==> src/design/blc_pkg.sv <==
// Shared constants and types of the backlight configuration register bank
`default_nettype none

package blc_pkg;

  // Bus address of the device
  localparam logic [6:0] DEV_ADDR = 7'h31;

  // Register indices
  localparam logic [7:0] IDX_DIM_CTRL = 8'h00;
  localparam logic [7:0] IDX_FREQ_PROT = 8'h01;
  localparam logic [7:0] IDX_FULL_SCALE = 8'h02;
  localparam logic [7:0] IDX_FAULT_BRT_LO = 8'h03;
  localparam logic [7:0] IDX_BRT_HI = 8'h04;
  localparam logic [7:0] IDX_PROT_THRESH = 8'h05;
  localparam logic [7:0] IDX_MAKER_ID = 8'h06;

  // Reset values
  localparam logic [7:0] RST_DIM_CTRL = 8'hF0;
  localparam logic [7:0] RST_FREQ_PROT = 8'h44;
  localparam logic [7:0] RST_FULL_SCALE = 8'h3B;
  localparam logic [1:0] RST_BRT_LO = 2'h3;
  localparam logic [7:0] RST_BRT_HI = 8'h7F;
  localparam logic [7:0] RST_PROT_THRESH = 8'hE7;

  // Fault field position and bit count of a full byte
  localparam int FAULT_LSB = 2;
  localparam int BIT_CNT_FULL = 8;

  // Mode encodings of the dimming control register
  localparam logic [1:0] MODE_PULSE = 2'h0;
  localparam logic [1:0] MODE_AMPL = 2'h1;
  localparam logic [1:0] MODE_MIX25 = 2'h2;
  localparam logic [1:0] MODE_MIX50 = 2'h3;

  // Transfer points on the 10-bit duty scale, 1024 = full
  localparam logic [9:0] POINT_25 = 10'h100;
  localparam logic [9:0] POINT_50 = 10'h200;

  // Short threshold base and highest valid frequency code
  localparam logic [3:0] SHORT_BASE_V = 4'h4;
  localparam logic [3:0] FREQ_CODE_MAX = 4'h9;

  // Dimming control register layout
  typedef struct packed {
    logic [3:0] string_source_enables;
    logic spare;
    logic src_reg;
    logic dim_mode_bit1;
    logic dim_mode_bit0;
  } blc_dim_ctrl_t;

  // Frequency and protection mode register layout
  typedef struct packed {
    logic current_limit_recovery_select;
    logic [2:0] short_threshold_code;
    logic [3:0] switch_frequency_code;
  } blc_freq_prot_t;

  // Serial engine states
  typedef enum logic [3:0] {
    ST_IDLE, ST_ADDR, ST_ADDR_ACK, ST_PTR, ST_PTR_ACK,
    ST_WDATA, ST_WDATA_ACK, ST_RDATA, ST_RDATA_ACK
  } blc_state_t;

  // Whether a duty lies strictly above a transfer point
  function automatic logic above_point(input logic [9:0] duty,
                                       input logic [9:0] point);
    above_point = (duty > point);
  endfunction : above_point

endpackage : blc_pkg

`default_nettype wire

==> src/design/blc_config_regs.sv <==
// Two-wire serial slave and configuration register bank of the controller
`default_nettype none

module blc_config_regs #(
  parameter logic [7:0] MAKER_CODE = 8'hA5 // Arbitrary value
) (
  // Clock and reset
  input wire logic clk,
  input wire logic arst_n,
  // Serial bus pins, data is open drain
  input wire logic scl_in,
  input wire logic sda_in,
  output logic sda_out,
  output logic sda_oe,
  // Analog side
  input wire logic [5:0] fault_in,
  input wire logic [9:0] ext_duty_code,
  // Decoded settings and raw register codes
  output logic [3:0] string_enable,
  output logic amplitude_active,
  output logic internal_pwm_active,
  output logic [9:0] dim_level,
  output logic recover_auto,
  output logic [3:0] short_volts,
  output logic converter_on,
  output logic [3:0] freq_step_100k,
  output logic [7:0] full_scale_code,
  output logic [7:0] prot_thresh_code
);

  // Pin synchronisers, first stage read only by second
  logic [1:0] scl_sync_reg;
  logic [1:0] sda_sync_reg;
  logic [5:0] fault_s1_reg;
  logic [5:0] fault_s2_reg;
  logic scl_d_reg;
  logic sda_d_reg;

  always_ff @(posedge clk or negedge arst_n) begin
    if (!arst_n) begin
      scl_sync_reg <= 2'h3;
      sda_sync_reg <= 2'h3;
      fault_s1_reg <= 6'h00;
      fault_s2_reg <= 6'h00;
      scl_d_reg <= 1'b1;
      sda_d_reg <= 1'b1;
    end else begin
      scl_sync_reg <= {scl_sync_reg[0], scl_in};
      sda_sync_reg <= {sda_sync_reg[0], sda_in};
      fault_s1_reg <= fault_in;
      fault_s2_reg <= fault_s1_reg;
      scl_d_reg <= scl_sync_reg[1];
      sda_d_reg <= sda_sync_reg[1];
    end
  end

  // Bus events from the synchronised levels
  wire scl_s = scl_sync_reg[1];
  wire sda_s = sda_sync_reg[1];
  wire scl_rise = scl_s && !scl_d_reg;
  wire scl_fall = !scl_s && scl_d_reg;
  wire start_cond = scl_s && scl_d_reg && !sda_s && sda_d_reg;
  wire stop_cond = scl_s && scl_d_reg && sda_s && !sda_d_reg;

  // Register storage
  blc_pkg::blc_dim_ctrl_t dim_ctrl_reg;
  blc_pkg::blc_freq_prot_t freq_prot_reg;
  logic [7:0] full_scale_reg;
  logic [1:0] brt_lo_reg;
  logic [7:0] brt_hi_reg;
  logic [7:0] prot_thresh_reg;

  // Serial engine state
  blc_pkg::blc_state_t state_reg;
  logic [3:0] bit_cnt_reg;
  logic [7:0] shift_reg;
  logic [7:0] ptr_reg;
  logic rw_reg;
  logic nack_reg;
  logic sda_oe_reg;

  // Read data selection by register index
  wire [7:0] fault_brt_lo = {fault_s2_reg, brt_lo_reg};
  logic [7:0] rd_data;
  assign rd_data =
    (ptr_reg == blc_pkg::IDX_DIM_CTRL) ? dim_ctrl_reg :
    (ptr_reg == blc_pkg::IDX_FREQ_PROT) ? freq_prot_reg :
    (ptr_reg == blc_pkg::IDX_FULL_SCALE) ? full_scale_reg :
    (ptr_reg == blc_pkg::IDX_FAULT_BRT_LO) ? fault_brt_lo :
    (ptr_reg == blc_pkg::IDX_BRT_HI) ? brt_hi_reg :
    (ptr_reg == blc_pkg::IDX_PROT_THRESH) ? prot_thresh_reg :
    (ptr_reg == blc_pkg::IDX_MAKER_ID) ? MAKER_CODE : 8'h00;

  // Engine decode
  wire byte_done = (bit_cnt_reg == 4'(blc_pkg::BIT_CNT_FULL));
  wire addr_hit = (shift_reg[7:1] == blc_pkg::DEV_ADDR);
  wire wr_strobe = scl_fall && byte_done && (state_reg == blc_pkg::ST_WDATA);
  wire [7:0] ptr_inc = ptr_reg + 8'h01;

  // Serial engine; data changes on clock fall, sampled on clock rise
  always_ff @(posedge clk or negedge arst_n) begin
    if (!arst_n) begin
      state_reg <= blc_pkg::ST_IDLE;
      bit_cnt_reg <= 4'h0;
      shift_reg <= 8'h00;
      ptr_reg <= 8'h00;
      rw_reg <= 1'b0;
      nack_reg <= 1'b0;
      sda_oe_reg <= 1'b0;
    end else if (start_cond) begin
      state_reg <= blc_pkg::ST_ADDR; // Repeated start too
      bit_cnt_reg <= 4'h0;
      sda_oe_reg <= 1'b0;
    end else if (stop_cond) begin
      state_reg <= blc_pkg::ST_IDLE;
      sda_oe_reg <= 1'b0;
    end else if (scl_rise) begin
      case (state_reg)
        blc_pkg::ST_ADDR, blc_pkg::ST_PTR, blc_pkg::ST_WDATA: begin
          shift_reg <= {shift_reg[6:0], sda_s};
          bit_cnt_reg <= bit_cnt_reg + 4'h1;
        end
        blc_pkg::ST_RDATA: bit_cnt_reg <= bit_cnt_reg + 4'h1;
        blc_pkg::ST_RDATA_ACK: nack_reg <= sda_s;
        default: ;
      endcase
    end else if (scl_fall) begin
      case (state_reg)
        blc_pkg::ST_ADDR: begin
          if (byte_done) begin
            rw_reg <= shift_reg[0];
            if (addr_hit) begin
              state_reg <= blc_pkg::ST_ADDR_ACK;
              sda_oe_reg <= 1'b1;
            end else begin
              state_reg <= blc_pkg::ST_IDLE;
            end
          end
        end
        blc_pkg::ST_ADDR_ACK: begin
          bit_cnt_reg <= 4'h0;
          if (rw_reg) begin
            state_reg <= blc_pkg::ST_RDATA;
            shift_reg <= rd_data;
            sda_oe_reg <= !rd_data[7];
          end else begin
            state_reg <= blc_pkg::ST_PTR;
            sda_oe_reg <= 1'b0;
          end
        end
        blc_pkg::ST_PTR: begin
          if (byte_done) begin
            ptr_reg <= shift_reg;
            state_reg <= blc_pkg::ST_PTR_ACK;
            sda_oe_reg <= 1'b1;
          end
        end
        blc_pkg::ST_PTR_ACK, blc_pkg::ST_WDATA_ACK: begin
          state_reg <= blc_pkg::ST_WDATA;
          bit_cnt_reg <= 4'h0;
          sda_oe_reg <= 1'b0;
        end
        blc_pkg::ST_WDATA: begin
          if (byte_done) begin
            ptr_reg <= ptr_inc; // Next byte lands on next index
            state_reg <= blc_pkg::ST_WDATA_ACK;
            sda_oe_reg <= 1'b1;
          end
        end
        blc_pkg::ST_RDATA: begin
          if (byte_done) begin
            ptr_reg <= ptr_inc;
            state_reg <= blc_pkg::ST_RDATA_ACK;
            sda_oe_reg <= 1'b0; // Master owns the ack bit
          end else begin
            shift_reg <= {shift_reg[6:0], 1'b0};
            sda_oe_reg <= !shift_reg[6];
          end
        end
        blc_pkg::ST_RDATA_ACK: begin
          bit_cnt_reg <= 4'h0;
          if (nack_reg) begin
            state_reg <= blc_pkg::ST_IDLE;
          end else begin
            state_reg <= blc_pkg::ST_RDATA;
            shift_reg <= rd_data;
            sda_oe_reg <= !rd_data[7];
          end
        end
        default: ;
      endcase
    end
  end

  // Register writes; unmapped and read-only indices drop the byte
  always_ff @(posedge clk or negedge arst_n) begin
    if (!arst_n) begin
      dim_ctrl_reg <= blc_pkg::RST_DIM_CTRL;
      freq_prot_reg <= blc_pkg::RST_FREQ_PROT;
      full_scale_reg <= blc_pkg::RST_FULL_SCALE;
      brt_lo_reg <= blc_pkg::RST_BRT_LO;
      brt_hi_reg <= blc_pkg::RST_BRT_HI;
      prot_thresh_reg <= blc_pkg::RST_PROT_THRESH;
    end else if (wr_strobe) begin
      case (ptr_reg)
        blc_pkg::IDX_DIM_CTRL: dim_ctrl_reg <= shift_reg;
        blc_pkg::IDX_FREQ_PROT: freq_prot_reg <= shift_reg;
        blc_pkg::IDX_FULL_SCALE: full_scale_reg <= shift_reg;
        blc_pkg::IDX_FAULT_BRT_LO: brt_lo_reg <= shift_reg[1:0];
        blc_pkg::IDX_BRT_HI: brt_hi_reg <= shift_reg;
        blc_pkg::IDX_PROT_THRESH: prot_thresh_reg <= shift_reg;
        default: ;
      endcase
    end
  end

  // Pin drive and raw register outputs
  always_ff @(posedge clk or negedge arst_n) begin
    if (!arst_n) begin
      sda_out <= 1'b0;
      sda_oe <= 1'b0;
      full_scale_code <= blc_pkg::RST_FULL_SCALE;
      prot_thresh_code <= blc_pkg::RST_PROT_THRESH;
    end else begin
      sda_out <= 1'b0; // Open drain only pulls low
      sda_oe <= sda_oe_reg;
      full_scale_code <= full_scale_reg;
      prot_thresh_code <= prot_thresh_reg;
    end
  end

  // Setting decoder
  blc_dim_decode u_decode (
    .clk(clk),
    .arst_n(arst_n),
    .dim_ctrl(dim_ctrl_reg),
    .freq_prot(freq_prot_reg),
    .brightness_code({brt_hi_reg, brt_lo_reg}),
    .ext_duty_code(ext_duty_code),
    .string_enable(string_enable),
    .amplitude_active(amplitude_active),
    .internal_pwm_active(internal_pwm_active),
    .dim_level(dim_level),
    .recover_auto(recover_auto),
    .short_volts(short_volts),
    .converter_on(converter_on),
    .freq_step_100k(freq_step_100k)
  );

endmodule : blc_config_regs

`default_nettype wire

==> src/design/blc_dim_decode.sv <==
// Dimming, frequency and protection setting decoder
`default_nettype none

module blc_dim_decode (
  // Clock and reset
  input wire logic clk,
  input wire logic arst_n,
  // Register contents and external duty code
  input wire blc_pkg::blc_dim_ctrl_t dim_ctrl,
  input wire blc_pkg::blc_freq_prot_t freq_prot,
  input wire logic [9:0] brightness_code,
  input wire logic [9:0] ext_duty_code,
  // Decoded controls
  output logic [3:0] string_enable,
  output logic amplitude_active,
  output logic internal_pwm_active,
  output logic [9:0] dim_level,
  output logic recover_auto,
  output logic [3:0] short_volts,
  output logic converter_on,
  output logic [3:0] freq_step_100k
);

  // Source and mode decode
  wire [1:0] mode = {dim_ctrl.dim_mode_bit1, dim_ctrl.dim_mode_bit0};
  wire use_reg = dim_ctrl.src_reg;
  wire [9:0] duty = use_reg ? brightness_code : ext_duty_code;
  wire over25 = blc_pkg::above_point(duty, blc_pkg::POINT_25);
  wire over50 = blc_pkg::above_point(duty, blc_pkg::POINT_50);
  wire mix_mode = (mode == blc_pkg::MODE_MIX25) ||
                  (mode == blc_pkg::MODE_MIX50);
  wire mix_amp = (mode == blc_pkg::MODE_MIX25) ? over25 : over50;
  wire amp_next = (mode == blc_pkg::MODE_AMPL) || (mix_mode && mix_amp);
  // Below the transfer point the 23 kHz generator runs whatever the source
  wire int_pwm_next = ((mode == blc_pkg::MODE_PULSE) && use_reg) ||
                      (mix_mode && !mix_amp);
  // Codes above 1001 have no frequency, so they keep the converter off
  wire conv_next = (freq_prot.switch_frequency_code != 4'h0) &&
    (freq_prot.switch_frequency_code <= blc_pkg::FREQ_CODE_MAX);
  wire [3:0] volts_next = blc_pkg::SHORT_BASE_V +
    {1'b0, freq_prot.short_threshold_code};

  // Registered outputs; spare bit deliberately unused
  always_ff @(posedge clk or negedge arst_n) begin
    if (!arst_n) begin
      string_enable <= 4'hF;
      amplitude_active <= 1'b0;
      internal_pwm_active <= 1'b0;
      dim_level <= 10'h000;
      recover_auto <= 1'b0;
      short_volts <= 4'h8;
      converter_on <= 1'b1;
      freq_step_100k <= 4'h4;
    end else begin
      string_enable <= dim_ctrl.string_source_enables;
      amplitude_active <= amp_next;
      internal_pwm_active <= int_pwm_next;
      dim_level <= duty;
      recover_auto <= freq_prot.current_limit_recovery_select;
      short_volts <= volts_next;
      converter_on <= conv_next;
      freq_step_100k <= conv_next ? freq_prot.switch_frequency_code : 4'h0;
    end
  end

endmodule : blc_dim_decode

`default_nettype wire

==> config.mk <==
export PLATFORM = sky130hd
export DESIGN_NAME = blc_config_regs
export DESIGN_NICKNAME = d
export VERILOG_FILES = /design/src/design/blc_pkg.sv /design/src/design/blc_config_regs.sv /design/src/design/blc_dim_decode.sv
export SDC_FILE = /design/constraint.sdc
export NUM_CORES = 1
export LEC_CHECK = 0
export BUFFER_PORTS_ARGS = -buffer_cell sky130_fd_sc_hd__clkbuf_2
export CAP_MARGIN = 20
export CORE_UTILIZATION = 25
export CTS_BUF_LIST = sky130_fd_sc_hd__clkbuf_16
export DETAILED_ROUTE_END_ITERATION = 10
export PLACE_DENSITY = 0.39
export SLEW_MARGIN = 5
export SYNTH_ARGS = -nofsm -noshare
export SYNTH_HDL_FRONTEND = slang
export SYNTH_SLANG_ARGS = --single-unit
==> constraint.sdc <==
create_clock -name clk -period 2.8 [get_ports clk]
set_input_delay 0.28 -clock clk [delete_from_list [all_inputs] [get_ports clk]]
set_output_delay 0.28 -clock clk [all_outputs]
set_load 0.03 [all_outputs]
==> summary.txt <==
Yosys
  – Syn_nets: 546
  – Yosys reg bits: 130
  – Syn Inst Count: 516
  – Post-synthesis compound-gate area fraction: 14.0%
  – Area leader, netlist: dfrtp_1
  – Top-area cell type share of the netlist area: 33.6%
  – Adder-Cell Fraction of Synth Area: 2.10%
  – Seq/Total Area, Yosys: 55.6%
  – XOR/XNOR share of the synthesized area: 0.147%
  – Mux contribution to synthesized area: 11.5%
  – Post-synthesis async set-or-reset flop share: 100%
  – Average size of a mapped cell: 11.5 µm²
  – Leading post-synthesis cells by cell area: dfrtp_1, dfstp_2, mux2_2, nand2_1, a21oi_1
  – Post-Synthesis Cell Area: 5960 µm²
  – Synth warn: 0
  – Yosys cell types: 65
  – Post-synth EDFFs: 0
  – Main synth FF type: dfrtp_1
  – Main combinational cell family by area after synthesis: compound AO/OA/AOI/OAI gates
  – Post-Synth Simple-Gate Area: 13.1%

STA
  – Worst-margin pin slew: 725 ps
  – Worst clock skew: 13.1 ps
  – Peak Freq: 410 MHz
  – Setup WS post-layout: 360 ps
  – Unrepaired setup endpoints after global routing: false
  – Tmin final: 2440 ps
  – Final worst-path cycle share: 87.2%
  – Final number of max-transition violations: 0
  – Final setup fails: 0
  – Worst relative slew slack: 51.0%
  – Hold WS: 101 ps
  – Setup TNS: 0 ps
  – Final hold viol count: 0

Setup path
  – CP peak stage delay: 600 ps
  – Crit path arrival time: 2740 ps
  – CP required: 3100 ps
  – Cell Chain, Critical Path: or4_4 > or4_4 > nor3_4 > nand2_4 > mux2_1
  – Critical path's most frequent cell: or4_4
  – WS Path Type: register to register
  – Startpoint Class: register
  – Crit Path Max Fanout: 8
  – Critical Path Slowest Stage Cell: or4_4
  – Kind of end point of the critical path: register

Power and ir drop
  – Total power: 4.38 mW
  – Leakage: 3.25 nW
  – Maximum vdd drop: 0.349 mV
  – Power per cell area: 590 nW/µm²

Routing
  – Vias per inst: 4.66
  – Antenna viol nets, final: 0
  – DR iter-0 viols: 207
  – WL final: 16.4 mm
  – Post-detailed-route DRC marker count: 0
  – Vias: 4342
  – Routed wire per std cell: 17.6 µm
  – First-pass DRT Iterations: 4

GRT
  – Vias in the first global route: 4563
  – Largest net degree at the start of global routing: 58
  – First-pass GRT wire length: 26.1 mm
  – Total grt overflow: 0
  – Gr usage total: 14.3%
  – Initial antenna violation count: 0

Floorplan
  – Io pins: 64
  – Die area: 24500 µm²
  – Core box area: 23400 µm²
  – Die width: 156 µm
  – Site row count: 56
  – Die height: 156 µm
  – Starting Density: 25.5%

Placement
  – DP HPWL: 11.6 mm
  – Port buffer count: 62
  – Place WS: 373 ps
  – Placed cell areas: 6760 µm²
  – # placed instances: 890
  – Final Wtd Congestion: 0.785

CTS
  – TritonCTS sink count: 130
  – Worst-path clk slew: 60 ps
  – Post-cts resize count: 0
  – CTS buffer count: 17
  – H-Tree Level Count: 4
  – Root Buffer: clkbuf_16
  – Maximum clock path buffer count: 2
  – Hold_buf cts: 9
  – Worst skew pair latency: 430 ps
  – Setup Buffers After CTS: 0
  – CTS tree: yes

Min path
  – Worst hold path class: input port to register

Run status
  – Outcome: complete, no violations

Flow run
  – Max Cap Viol: 0

Layout
  – Utilization after layout: 31.7%
  – Final std cell area, no fill: 7420 µm²
  – Biggest register: u_decode.dim_level
  – Layout Area Growth over Synthesis: 24.4%
  – Share of layout cells above drive strength 1: 38.6%
  – Max reg flops: 10
  – Non-Filler Instances: 931
  – Filler cell count: 2410
  – Post-layout nets: 629
  – Ant diodes: 0
## cell type report
type	instances	area, µm²	share of cell area, %
clock inverters	15	145	1.96
repair buffers	98	618	8.33
well taps	319	399	5.38
clock buffers	17	425	5.74
flip-flops and latches	130	3320	44.7
multi-input cells	333	2440	32.9
inverters	19	71.3	0.962
## cell usage after synthesis, types with 4 or more instances
master	count
mux2_2	48
a21oi_1	25
mux2i_1	8
or2_2	5
a31oi_1	6
a21boi_0	6
nand4_1	5
o22ai_1	4
nand2b_1	5
a32oi_1	7
ha_1	10
nor2b_1	15
nand3b_1	5
inv_1	19
dfrtp_1	80
o211ai_1	7
nor2_1	16
clkbuf_1	31
a211oi_1	8
dfstp_2	50
o21ai_0	21
mux2_1	6
nor3_1	5
nand2_1	38
o31ai_1	9
nand3_1	13
## power by group
part           switching, mW  internal [mW]  leakage (nW)
Combinational          0.164         0.0896          1.41
Sequential            0.0435           1.92          1.57
Clock                  0.978           1.18         0.277
Total                   1.19           3.19          3.25
## per-layer routing
layer,GRT usage (%),vias up,wire length [µm]
met2,24.1,103,8040
met4,6.16,0,342
li1,-,2047,-
met5,0,-,0
met3,3.32,23,715
met1,17.5,2169,7300
## worst max-delay path: cells and delay by family, from the launching register on
| kind | cells | cell delay [ps] |
|---|---|---|
| simple gates | 4 | 1540 |
| mux | 1 | 330 |
| flops | 1 | 440 |
## worst paths after layout
check	to	start	cells past startpoint	slack, ps
worst min register to register	fault_s2_reg[4]$_DFF_PN0_	fault_s1_reg[4]$_DFF_PN0_	0	350
max in group asynchronous	u_decode.string_enable[3]$_DFF_PN1_	arst_n	3	1520
worst max register to register	full_scale_reg[6]$_DFFE_PN0P_	ptr_reg[3]$_DFFE_PN0P_	5	360
worst min-delay path	u_decode.dim_level[9]$_DFF_PN0_	ext_duty_code[9]	3	100
worst max-delay path	full_scale_reg[6]$_DFFE_PN0P_	ptr_reg[3]$_DFFE_PN0P_	5	360
min in group asynchronous	u_decode.freq_step_100k[3]$_DFF_PN0_	arst_n	2	410
## placed cells by master (no fill, tap or decap), types with 3 or more instances in the layout
cell type      synthesis  final
a221o_1                3      3
inv_8                  0      5
nor2b_1               15     15
o31ai_1                9      9
mux2_2                48     48
mux2_1                 6      6
buf_4                  1     27
a211oi_1               8      8
dlygate4sd3_1          0      9
a21boi_0               6      6
clkbuf_2               0     61
mux2i_1                8      8
nand3_1               13     13
inv_1                 19     19
nor4_1                 3      3
dfstp_2               50     50
a211o_1                3      3
and2_1                 3      3
o21ai_0               21     21
o22ai_1                4      4
a22oi_1                3      3
clkinv_4               0      3
a21oi_1               25     25
nor3_1                 5      5
clkbuf_16              0     17
dfrtp_1               80     80
nand3b_1               5      5
ha_1                  10     10
a32oi_1                7      7
a31oi_1                6      6
or2_2                  5      5
inv_6                  0      3
o211ai_1               7      7
nand2_1               38     38
nand2b_1               5      5
nor2_1                16     16
a21o_1                 3      3
nand4_1                5      5
## logic make-up (layout without fill, tap and decap cells)
| group | Yosys count | count (layout) |
|---|---|---|
| AOI/OAI and AO/OA | 123 | 123 |
| xor gates and xnor gates | 1 | 1 |
| adders and majority gates | 10 | 10 |
| DFF | 130 | 130 |
| and+or+nand+nor | 136 | 136 |
| other | 1 | 1 |
| muxes | 62 | 62 |
| buffers and inverters | 53 | 149 |
(Power assumes the default switching activity.)
